### src/common/ekci_regs.svh
/*
  Constants for the entry keyboard channel interface: input word bit positions,
  function key codes, timing and reset values.
  Assumes inclusion by bare name from files that need the constants.
*/
`ifndef EKCI_REGS_SVH
`define EKCI_REGS_SVH

`define EKCI_CODE_LSB 1
`define EKCI_CODE_MSB 7
`define EKCI_REPEAT_BIT 9
`define EKCI_INHIBIT_BIT 10
`define EKCI_STROBE_BIT 11
`define EKCI_PROTECT_BIT 12
`define EKCI_ALARM_DIS_BIT 13
`define EKCI_RPT_CMD_BIT 14
`define EKCI_WORD_RESET 16'h0000
`define EKCI_CHAR_LO 7'h20
`define EKCI_CHAR_HI 7'h5f
`define EKCI_KEY_CLEAR 7'h00
`define EKCI_KEY_INTERRUPT 7'h02
`define EKCI_KEY_LINE_CLEAR 7'h03
`define EKCI_KEY_NEW_LINE 7'h0a
`define EKCI_KEY_MARK_RESET 7'h1c
`define EKCI_CLK_HZ 40000000
`define EKCI_REPEAT_MS 500
`define EKCI_REPEAT_CYC ((`EKCI_CLK_HZ / 1000) * `EKCI_REPEAT_MS)
`define EKCI_FIFO_DEPTH 32

`endif

### src/common/ekci_pkg.sv
/*
  Types for the entry keyboard channel interface.
  Assumes ekci_regs.svh is on the include path.
*/
package ekci_pkg;
  typedef enum logic [2:0] {
    EKCI_KEY_NONE_E,
    EKCI_KEY_CHAR_E,
    EKCI_KEY_CLEAR_E,
    EKCI_KEY_LINE_CLEAR_E,
    EKCI_KEY_INTERRUPT_E,
    EKCI_KEY_NEW_LINE_E,
    EKCI_KEY_MARK_RESET_E
  } ekci_key_kind_t;

  typedef struct packed {
    logic [6:0] code;
    logic is_char;
  } ekci_key_entry_t;

  typedef struct packed {
    logic alert;
    logic audible_alarm_drive;
    logic lockout;
  } ekci_ctrl_out_t;

  typedef struct packed {
    logic alert_lamp;
    logic audible_alarm_drive;
    logic inhibit_lamp;
  } ekci_lamps_t;
endpackage : ekci_pkg

### src/design/ekci_fifo.sv
/*
  Synchronous FIFO with valid/ready on both sides.
  Assumes one clock; clock enable freezes all state.
*/
`timescale 1ns/10ps
module ekci_fifo #(
  parameter int WIDTH = 8,
  parameter int DEPTH = 32
) (
  input wire logic clk_in,
  input wire logic arst_n_in,
  input wire logic ce_in,
  input wire logic [WIDTH-1:0] wr_data_in,
  input wire logic wr_valid_in,
  output logic wr_ready_out,
  output logic [WIDTH-1:0] rd_data_out,
  output logic rd_valid_out,
  input wire logic rd_ready_in
);
  localparam int AW = $clog2(DEPTH);

  typedef struct packed {
    logic [AW-1:0] wr_ptr;
    logic [AW-1:0] rd_ptr;
    logic [AW:0] count;
  } ekci_fifo_state_t;

  ekci_fifo_state_t st_ff;
  ekci_fifo_state_t nxt_st;
  logic [WIDTH-1:0] mem [DEPTH];
  logic push;
  logic pop;

  assign wr_ready_out = (st_ff.count != (AW+1)'(DEPTH)) ? 1'b1 : 1'b0;
  assign rd_valid_out = (st_ff.count != '0);
  assign rd_data_out = mem[st_ff.rd_ptr];
  assign push = ce_in && wr_valid_in && wr_ready_out;
  assign pop = ce_in && rd_valid_out && rd_ready_in;

  always_comb begin
    nxt_st = st_ff;
    if (push) begin
      nxt_st.wr_ptr = (st_ff.wr_ptr == AW'(DEPTH - 1)) ? '0 : st_ff.wr_ptr + 1'b1;
    end
    if (pop) begin
      nxt_st.rd_ptr = (st_ff.rd_ptr == AW'(DEPTH - 1)) ? '0 : st_ff.rd_ptr + 1'b1;
    end
    if (push && !pop) begin
      nxt_st.count = st_ff.count + 1'b1;
    end else if (pop && !push) begin
      nxt_st.count = st_ff.count - 1'b1;
    end
  end

  always_ff @(posedge clk_in or negedge arst_n_in) begin
    if (!arst_n_in) begin
      st_ff <= '0;
    end else begin
      st_ff <= nxt_st;
    end
  end

  always_ff @(posedge clk_in) begin
    if (push) begin
      mem[st_ff.wr_ptr] <= wr_data_in;
    end
  end
endmodule : ekci_fifo

### src/design/ekci_encoder.sv
/*
  Key encoder: maps a key kind and character code to the seven code lines.
  Assumes a one-hot key press pulse from the keyboard matrix logic.
*/
`timescale 1ns/10ps
`include "ekci_regs.svh"
module ekci_encoder (
  input wire ekci_pkg::ekci_key_kind_t kind_in,
  input wire logic [6:0] char_in,
  output ekci_pkg::ekci_key_entry_t entry_out,
  output logic valid_out
);
  import ekci_pkg::*;

  always_comb begin
    entry_out = '0;
    valid_out = 1'b1;
    case (kind_in)
      EKCI_KEY_CHAR_E: begin
        // Only the four middle columns are real characters; others are dropped.
        valid_out = (char_in >= `EKCI_CHAR_LO) && (char_in <= `EKCI_CHAR_HI);
        entry_out.code = char_in;
        entry_out.is_char = 1'b1;
      end
      EKCI_KEY_CLEAR_E: entry_out.code = `EKCI_KEY_CLEAR;
      EKCI_KEY_LINE_CLEAR_E: entry_out.code = `EKCI_KEY_LINE_CLEAR;
      EKCI_KEY_INTERRUPT_E: entry_out.code = `EKCI_KEY_INTERRUPT;
      EKCI_KEY_NEW_LINE_E: entry_out.code = `EKCI_KEY_NEW_LINE;
      EKCI_KEY_MARK_RESET_E: entry_out.code = `EKCI_KEY_MARK_RESET;
      default: valid_out = 1'b0;
    endcase
  end
endmodule : ekci_encoder

### src/design/ekci_top.sv
/*
  Entry keyboard channel interface: builds the keyboard input word toward the
  controller and drives the keyboard lamps and audible_alarm_drive from controller outputs, deadman_expired_in and inhibit_switch_in.
  Assumes all inputs synchronous to clk_in and one key press pulse per key.
*/
`timescale 1ns/10ps
`include "ekci_regs.svh"
module ekci_top (
  input wire logic clk_in,
  input wire logic arst_n_in,
  input wire logic ce_in,
  input wire ekci_pkg::ekci_key_kind_t key_kind_in,
  input wire logic [6:0] key_char_in,
  input wire logic key_press_in,
  input wire logic repeat_key_in,
  input wire logic inhibit_switch_in,
  input wire logic protect_switch_in,
  input wire logic alert_button_in,
  input wire logic [3:0] mode_switch_in,
  input wire ekci_pkg::ekci_ctrl_out_t ctrl_in,
  input wire logic deadman_expired_in,
  input wire logic word_taken_in,
  output logic [15:0] input_channel_one_out,
  output logic [3:0] mode_lines_out,
  output logic key_overflow_out,
  output ekci_pkg::ekci_lamps_t lamps_out
);
  import ekci_pkg::*;

  localparam logic [25:0] REPEAT_CYC = 26'(`EKCI_REPEAT_CYC);

  typedef enum logic [1:0] {
    EKCI_IDLE_S,
    EKCI_PRESENT_S
  } ekci_state_t;

  typedef struct packed {
    ekci_state_t state;
    logic [15:0] word;
    logic [3:0] modes;
    ekci_lamps_t lamps;
    ekci_key_entry_t last;
    logic have_last;
    logic rpt_cmd;
    logic [25:0] rpt_cnt;
    logic repeat_prev;
    logic overflow;
  } ekci_top_state_t;

  ekci_top_state_t st_ff;
  ekci_top_state_t nxt_st;

  ekci_key_entry_t enc_entry;
  logic enc_valid;
  ekci_key_entry_t fifo_in;
  logic fifo_in_valid;
  logic fifo_in_ready;
  ekci_key_entry_t fifo_out;
  logic fifo_out_valid;
  logic fifo_out_ready;
  logic repeat_fire;

  ////////////////////////////////////////////////////////////////////////////
  // Key encoding and buffering.

  ekci_encoder u_encoder (
    .kind_in(key_kind_in),
    .char_in(key_char_in),
    .entry_out(enc_entry),
    .valid_out(enc_valid)
  );

  // A repeat slot yields to a fresh key press; the timer stays at zero, so the repeat retries on the next cycle.
  assign repeat_fire = repeat_key_in && st_ff.have_last && (st_ff.rpt_cnt == '0);
  assign fifo_in = (key_press_in && enc_valid) ? enc_entry : st_ff.last;
  assign fifo_in_valid = ce_in && ((key_press_in && enc_valid) || repeat_fire);
  // An entry is popped when it is loaded into the word, which happens only in EKCI_IDLE_S.
  assign fifo_out_ready = (st_ff.state == EKCI_IDLE_S);

  ekci_fifo #(
    .WIDTH($bits(ekci_key_entry_t)),
    .DEPTH(`EKCI_FIFO_DEPTH)
  ) u_fifo (
    .clk_in(clk_in),
    .arst_n_in(arst_n_in),
    .ce_in(ce_in),
    .wr_data_in(fifo_in),
    .wr_valid_in(fifo_in_valid),
    .wr_ready_out(fifo_in_ready),
    .rd_data_out(fifo_out),
    .rd_valid_out(fifo_out_valid),
    .rd_ready_in(fifo_out_ready)
  );

  ////////////////////////////////////////////////////////////////////////////
  // Next state.

  always_comb begin
    nxt_st = st_ff;
    if (ce_in) begin
      // Repeat timer counts down only while the key is held.
      nxt_st.repeat_prev = repeat_key_in;
      if (!repeat_key_in) begin
        nxt_st.rpt_cnt = '0;
      end else if (st_ff.rpt_cnt != '0) begin
        nxt_st.rpt_cnt = st_ff.rpt_cnt - 1'b1;
      end else if (repeat_fire && fifo_in_ready && !key_press_in) begin
        nxt_st.rpt_cnt = REPEAT_CYC - 1'b1;
      end
      if (repeat_key_in && !st_ff.repeat_prev && !st_ff.have_last) begin
        nxt_st.rpt_cmd = 1'b1;
      end else if (st_ff.have_last) begin
        nxt_st.rpt_cmd = 1'b0;
      end
      if (key_press_in && enc_valid) begin
        nxt_st.last = enc_entry;
        nxt_st.have_last = 1'b1;
      end
      // A press lost to a full buffer is flagged and held until reset.
      if (fifo_in_valid && !fifo_in_ready) begin
        nxt_st.overflow = 1'b1;
      end

      // Flag bits follow their sources every cycle; the code field changes
      // only when a new entry is presented, all within one edge.
      nxt_st.word[`EKCI_REPEAT_BIT] = repeat_key_in;
      nxt_st.word[`EKCI_INHIBIT_BIT] = inhibit_switch_in;
      nxt_st.word[`EKCI_PROTECT_BIT] = protect_switch_in;
      nxt_st.word[`EKCI_ALARM_DIS_BIT] = alert_button_in;
      nxt_st.word[`EKCI_RPT_CMD_BIT] = nxt_st.rpt_cmd;
      nxt_st.modes = mode_switch_in;

      case (st_ff.state)
        EKCI_IDLE_S: begin
          if (fifo_out_valid) begin
            nxt_st.word[`EKCI_CODE_MSB:`EKCI_CODE_LSB] = fifo_out.code;
            nxt_st.word[`EKCI_STROBE_BIT] = fifo_out.is_char;
            nxt_st.state = EKCI_PRESENT_S;
          end
        end
        EKCI_PRESENT_S: begin
          if (word_taken_in) begin
            nxt_st.word[`EKCI_STROBE_BIT] = 1'b0;
            nxt_st.state = EKCI_IDLE_S;
          end
        end
        default: nxt_st.state = EKCI_IDLE_S;
      endcase

      nxt_st.lamps.alert_lamp = ctrl_in.alert || deadman_expired_in;
      nxt_st.lamps.audible_alarm_drive = ctrl_in.audible_alarm_drive || deadman_expired_in;
      nxt_st.lamps.inhibit_lamp = ctrl_in.lockout || inhibit_switch_in;
    end
  end

  ////////////////////////////////////////////////////////////////////////////
  // State register.

  always_ff @(posedge clk_in or negedge arst_n_in) begin
    if (!arst_n_in) begin
      st_ff <= '{state: EKCI_IDLE_S, word: `EKCI_WORD_RESET, default: '0};
    end else begin
      st_ff <= nxt_st;
    end
  end

  assign input_channel_one_out = st_ff.word;
  assign mode_lines_out = st_ff.modes;
  assign key_overflow_out = st_ff.overflow;
  assign lamps_out = st_ff.lamps;
endmodule : ekci_top

### config.mk
export PLATFORM = sky130hd
export DESIGN_NAME = ekci_top
export DESIGN_NICKNAME = d
export VERILOG_FILES = /design/src/common/ekci_pkg.sv /design/src/design/ekci_fifo.sv /design/src/design/ekci_encoder.sv /design/src/design/ekci_top.sv
export VERILOG_INCLUDE_DIRS = /design/src /design/src/common
export SDC_FILE = /design/constraint.sdc
export NUM_CORES = 1
export LEC_CHECK = 0
export BUFFER_PORTS_ARGS = -buffer_cell sky130_fd_sc_hd__clkbuf_2
export CAP_MARGIN = 20
export CORE_MARGIN = 3
export CORE_UTILIZATION = 62
export CTS_CLUSTER_DIAMETER = 150
export CTS_CLUSTER_SIZE = 10
export DETAILED_ROUTE_END_ITERATION = 6
export GPL_TIMING_DRIVEN = 0
export PLACE_DENSITY = 0.78
export SLEW_MARGIN = 30
export SYNTH_ARGS = -nofsm -noshare
export SYNTH_HDL_FRONTEND = slang
export SYNTH_SLANG_ARGS = --single-unit
### constraint.sdc
create_clock -name clk_in -period 3.9 [get_ports clk_in]
set_input_delay 0 -clock clk_in [delete_from_list [all_inputs] [get_ports clk_in]]
set_output_delay 0 -clock clk_in [all_outputs]
set_load 0.01 [all_outputs]
### After elaboration in Yosys (flattened, before gate mapping)

Memory sizes are Yosys's and may differ from the RTL's.
Cells that the tools add are included.

* add/subtract/negate cells: 5
* order comparisons: 2
* equal/unequal tests: 13
* mux-type cells: 22
* reductions and logical operators: 39

Operators with widths (count)
* $mux 26: 3
* $pmux 7 s5: 1
* $logic_not 26->1: 1
* $reduce_bool 26->1: 1
* $sub 26x1->26 const B: 1
* $logic_and 1x1->1: 16
* $mux 6: 2
* $add 5x1->5 const B: 2
* $eq 5x5->1 const B: 2
* $mux 5: 2
* $eq 3x3->1 const B: 3
* $mux 1: 8
* $mux 8: 1
* $ge 7x6->1 const B: 1
* $le 7x7->1 const B: 1
* $add 6x1->6 const B: 1
* $eq 3x2->1 const B: 2
* $logic_not 1->1: 6
* $ne 6x6->1 const B: 1
* $reduce_and 2->1: 3
* $reduce_and 3->1: 2
* $reduce_bool 6->1: 1
* $sub 6x1->6 const B: 1
* $reduce_or 5->1: 1
* other kinds (12): 18

* flip-flop bits (word level): 76
* RAM bits: 256
* input port bits: 27
* output and inout port bits: 24
* logic and storage cells: 100
* memories kept: 1

Memory list
* u_fifo.mem: depth 32, bits a word 8, read ports 1, clocked after Yosys merged registers in 0, write ports 1, line ekci_fifo.sv:30 `logic [WIDTH-1:0] mem [DEPTH];`

### Longest topological paths before layout

* depth in word-level cells: 12
* depth in mapped cells: 15
* mapped depth without buffers: 14

### Hierarchy

Synthesis repeated with hierarchy kept, for this count alone.

* cells, all modules: 901
* area total of the unflattened synthesis: 14172.3 µm²

Modules (own cells, without submodules)
* ekci_fifo: instances 1, cells each 575, area an instance 10904.2 µm², seq. area each 8087.8 µm²
* ekci_top: instances 1, cells each 309, area an instance 3141.8 µm², seq. area each 1426.4 µm²
* ekci_encoder: instances 1, cells each 17, area an instance 126.4 µm², seq. area each 0.0 µm²

### Least setup slack after synthesis

Ideal clock, no wire load.

* kind: register -> register
* start point: reg st_ff[4] in the netlist's numbering
* end point: reg u_fifo.st_ff[5] in the netlist's numbering
* library setup time: 130 ps
* arrival: 3080 ps
* data required time: 3770 ps
* slack: 690 ps
* cell stages (with the launch flop): 16
* path buffers: 2
* period minus slack after synthesis: 3210 ps
* cells stage by stage: dfrtp_1 buf_6 nor4_4 nand3_2 nor4_1 o21a_1 buf_4 ha_1 inv_1 ha_1 a21o_1 a21oi_1 nor2_1 nand4_1 o211ai_1 xor2_1

* longest elaborated chain between the ends: 9
* elaborated cells between the ends (all ways): 11
* those cells by class: mux (1); reduce/logical (10)

Ends and longest elaborated chain
* from (decl): line ekci_top.sv:50 `ekci_top_state_t st_ff;`
* from (signal assigned): line ekci_top.sv:163 `st_ff <= nxt_st;`
* $logic_not 26->1 *: line ekci_top.sv:74 `assign repeat_fire = repeat_key_in && st_ff.have_last && (st_ff.rpt_cnt == '0);`
* $logic_and 1x1->1 *: line ekci_top.sv:74
* $logic_or 1x1->1 *: line ekci_top.sv:76 `assign fifo_in_valid = ce_in && ((key_press_in && enc_valid) || repeat_fire);`
* $logic_and 1x1->1 *: line ekci_top.sv:76
* $logic_and 1x1->1 * (2 in a row): line ekci_fifo.sv:37 `assign push = ce_in && wr_valid_in && wr_ready_out;`
* named net u_fifo.push: line ekci_fifo.sv:31 `logic push;`
* $logic_not 1->1: line ekci_fifo.sv:50 `end else if (pop && !push) begin`
* $logic_and 1x1->1: line ekci_fifo.sv:50
* $reduce_bool 2->1 (no source line)
* to (signal assigned): line ekci_fifo.sv:59 `st_ff <= nxt_st;`
* to (decl): line ekci_fifo.sv:28 `ekci_fifo_state_t st_ff;`

Mark *: on every way through the listed nets, which the timed path passes. The rest lies on a longest branch.
A chain may end at the register's enable or synchronous reset.

### Final worst setup path

* start point: reg st_ff[22] in the netlist's numbering
* end point: reg u_fifo.st_ff[5] in the netlist's numbering

The elaborated chain is that of the path after synthesis.

==> results.txt <==
Combinational Power Share = 28.9%
CP Capture Type = flop
WS Path Type = flop to flop
sequential share of power = 41.3%
Die X = 156 um
clock share of power = 29.8%
# nets final = 1047
Reg2Reg Depth = 13
Clock Sinks = 329
setup TNS = 0 ns
kind of start point of the critical path = flop
final hold vios = 0
Worst-Margin Slew = 0.953 ns
CP max FO = 10
switching part of the total = 30.8%
Post-synth EDFFs = 256
Period minus WS final = 3.66 ns
main combinational cell family by area after synthesis = multiplexers
Clock Skews = 0.0144 ns
Post-Synth XOR/XNOR Area = 1.00%
Vias = 8318
#FFs+latches synth = 329
post-synthesis sequential area ratio = 68.1%
area of the core = 22000 um2
Leakage = 5.73 nW
Clock Latency Late Sink = 0.51 ns
hold_ws = 0.0306 ns
# rows = 54
Initial Utilization = 63.6%
clock slew at the register clock pins of the worst setup and hold paths = 0.06 ns
ratio of cells with drive above 1 in the final layout = 22.6%
Max stage delay cell, worst path = dfrtp_1
cell accounting for the most synthesized area = edfxtp_1
Placed Cells incl. Taps = 1224
setup violators final = 0
final slew viol count = 0
number of diodes = 0
post-synthesis mux area share = 12.1%
Compound-Gate Fraction of Synth Area = 6.16%
wire length per cell = 24.1 um
fin util = 73.0%
outcome = completed
first-pass GRT wire length = 48500 um
drt pass-1 iters = 5
Max VDD drop = 459 uV
Cell Area, Synth = 14000 um2
aggregate global routing overflow = 0
CTS Buffer Depth = 3
pwr/cell area = 662 nW/um2
die area = 24400 um2
Post-route DRC = 0
htree depth = 2
gr usage total = 26.6%
f_max = 0.273 GHz
P_sw = 3.26 mW
IO Pins = 51
final non-filler cell total = 1312
syn avg cell area = 15.7 um2
drt initial violations = 829
TritonCTS buffer count = 38
Synth top area share = 55.0%
hold path cells = 4
detailed-placement wirelength estimate = 20400 um
number of global-route vias before repair = 8441
slew margin rel. = 36.2%
Main synth FF type = edfxtp_1
slowest stage delay, CP = 0.45 ns
Antenna Nets Post-Route = 0
Async SR Flop Fraction = 22.2%
Synth Instances = 892
worst min path class = primary input to flop
Routed WL = 31600 um
simple-gate share of the synthesized area = 8.00%
P_int = 7.35 mW
maxcap violations = 0
GPL Wtd Cong = 0.840
synth cell count leaders = edfxtp_1 (256), nor2_1 (81), dfrtp_1 (73)
initial antenna violation count = 0
most instantiated library cell after synthesis = edfxtp_1
period utilisation layout = 93.8%
Clk Tree Root Cell = clkbuf_16
Port Buffers = 43
CTS tree = done
Area Growth Syn to Fin = 14.7%
Ys Warns = 0
die height = 156 um
Critical Path RT = 4.29 ns
vias per inst = 6.34
synth unique cells = 65
worst-path cell chain = nor4_2 > nand3_1 > nor4_2 > o21a_1 > buf_4 > ha_1 > inv_1 > ha_1 > nor4_1 > a41o_1 > a31oi_1 > o211ai_1 > xor2_1
largest cells by area after synthesis = edfxtp_1 (55%), dfrtp_1 (13%), mux4_2 (10%), nor2_1 (2.2%), nand2_1 (1.5%)
largest net degree at the start of global routing = 74
WP data arrival = 4.05 ns
# Post-CTS Setup Buffers = 0
Adder-Cell Fraction of Synth Area = 1.40%
## layer usage
layer | global-route usage, % | share of wire, %
met5 | 0 | 0
met4 | 8.84 | 2.7
met3 | 4.77 | 7.0
met2 | 44.8 | 52
met1 | 35.6 | 39
## sequential cells by signal (all words and copies together) (netlist names)
name / flops
lamps_out: 3
input_channel_one_out: 13
mode_lines_out: 4
st_ff: 36
u_fifo.st_ff: 16
key_overflow_out: 1
u_fifo.mem: 256
## metrics by stage
stage               cell area [um2]  setup slack [ns]  power (mW)
floorplan                     14000             0.690        6.57
global placement              14500            -0.964        7.32
detailed placement            14700             0.148        7.45
CTS                           16000             0.138        10.6
global route                  16000           -0.0177        11.1
finish                        16000             0.242        10.6
## cell type report
| class | instances | area, um2 |
|---|---|---|
| Inverter | 14 | 52.6 |
| Tap cell | 280 | 350 |
| Sequential cell | 329 | 9510 |
| Timing Repair Buffer | 71 | 537 |
| Clock inverter | 1 | 8.76 |
| Buffer | 67 | 394 |
| Multi-Input combinational cell | 484 | 4090 |
| Fill cell | 1316 | 5930 |
| Clock buffer | 66 | 1080 |
## repair_timing
| item | in CTS | in global routing |
|---|---|---|
| endpoints found under the setup margin | 0 | 2 |
| hold buffers | 21 | 0 |
| gates resized for setup | 0 | 4 |
| hold endpoints to repair | 96 | 0 |
## path summary, 6_finish.rpt
kind | from | end | slack, ns
min in group asynchronous | arst_n_in | st_ff[24] | 0.07
worst max register to register | st_ff[22] | u_fifo.st_ff[5] | 0.24
worst min register to register | key_overflow_out | key_overflow_out | 0.47
max in group asynchronous | arst_n_in | mode_lines_out[1] | 3.39
worst min-delay path | key_char_in[1] | st_ff[32] | 0.03
worst max-delay path | st_ff[22] | u_fifo.st_ff[5] | 0.24
## layout by cell type (no fill, tap or decap), drive strengths merged, types with 4 or more instances in the layout
cell type	synthesis	final
edfxtp	256	256
clkbuf	25	134
nor2	81	81
dfrtp	73	73
mux4	64	64
nand2	58	58
buf	42	49
o21ai	42	42
a21oi	29	29
o22ai	24	24
dlygate4sd3	0	21
nand3	18	18
mux2	17	17
nor3	16	16
inv	14	15
ha	14	14
xor2	13	13
or4	9	9
nor4	9	9
a31oi	8	8
o211ai	7	7
mux2i	6	6
or3	6	6
o31ai	6	6
nand2b	5	5
nor2b	5	5
nand3b	4	4
## worst max-delay path: cells and delay by family, from the launching register on
| kind | cells | cell delay (ns) |
|---|---|---|
| and+or+nand+nor | 4 | 1.14 |
| adders and majority gates | 2 | 0.64 |
| AOI/OAI and AO/OA | 4 | 0.79 |
| xor gates and xnor gates | 1 | 0.15 |
| buffers and inverters | 2 | 0.36 |
| DFF | 1 | 0.45 |
## cell families (layout without fill, tap and decap cells)
family          after synthesis  count (layout)
compound gates              137             137
xor+xnor                     16              16
fa+ha+maj                    15              15
buf+inv                      81             219
flops                       329             329
mux                          87              87
other cells                   1               3
simple gates                226             226
## power groups by stage
stage	clock network [mW]	logic, mW	registers [mW]
2_1_floorplan	0	2.20	4.37
3_3_place_gp	0	2.87	4.44
3_5_place_dp	0	3.01	4.44
4_1_cts	3.20	3.06	4.38
5_1_grt	3.33	3.33	4.42
6_report	3.16	3.07	4.39
Note: power is estimated with default switching activity, not from simulation.
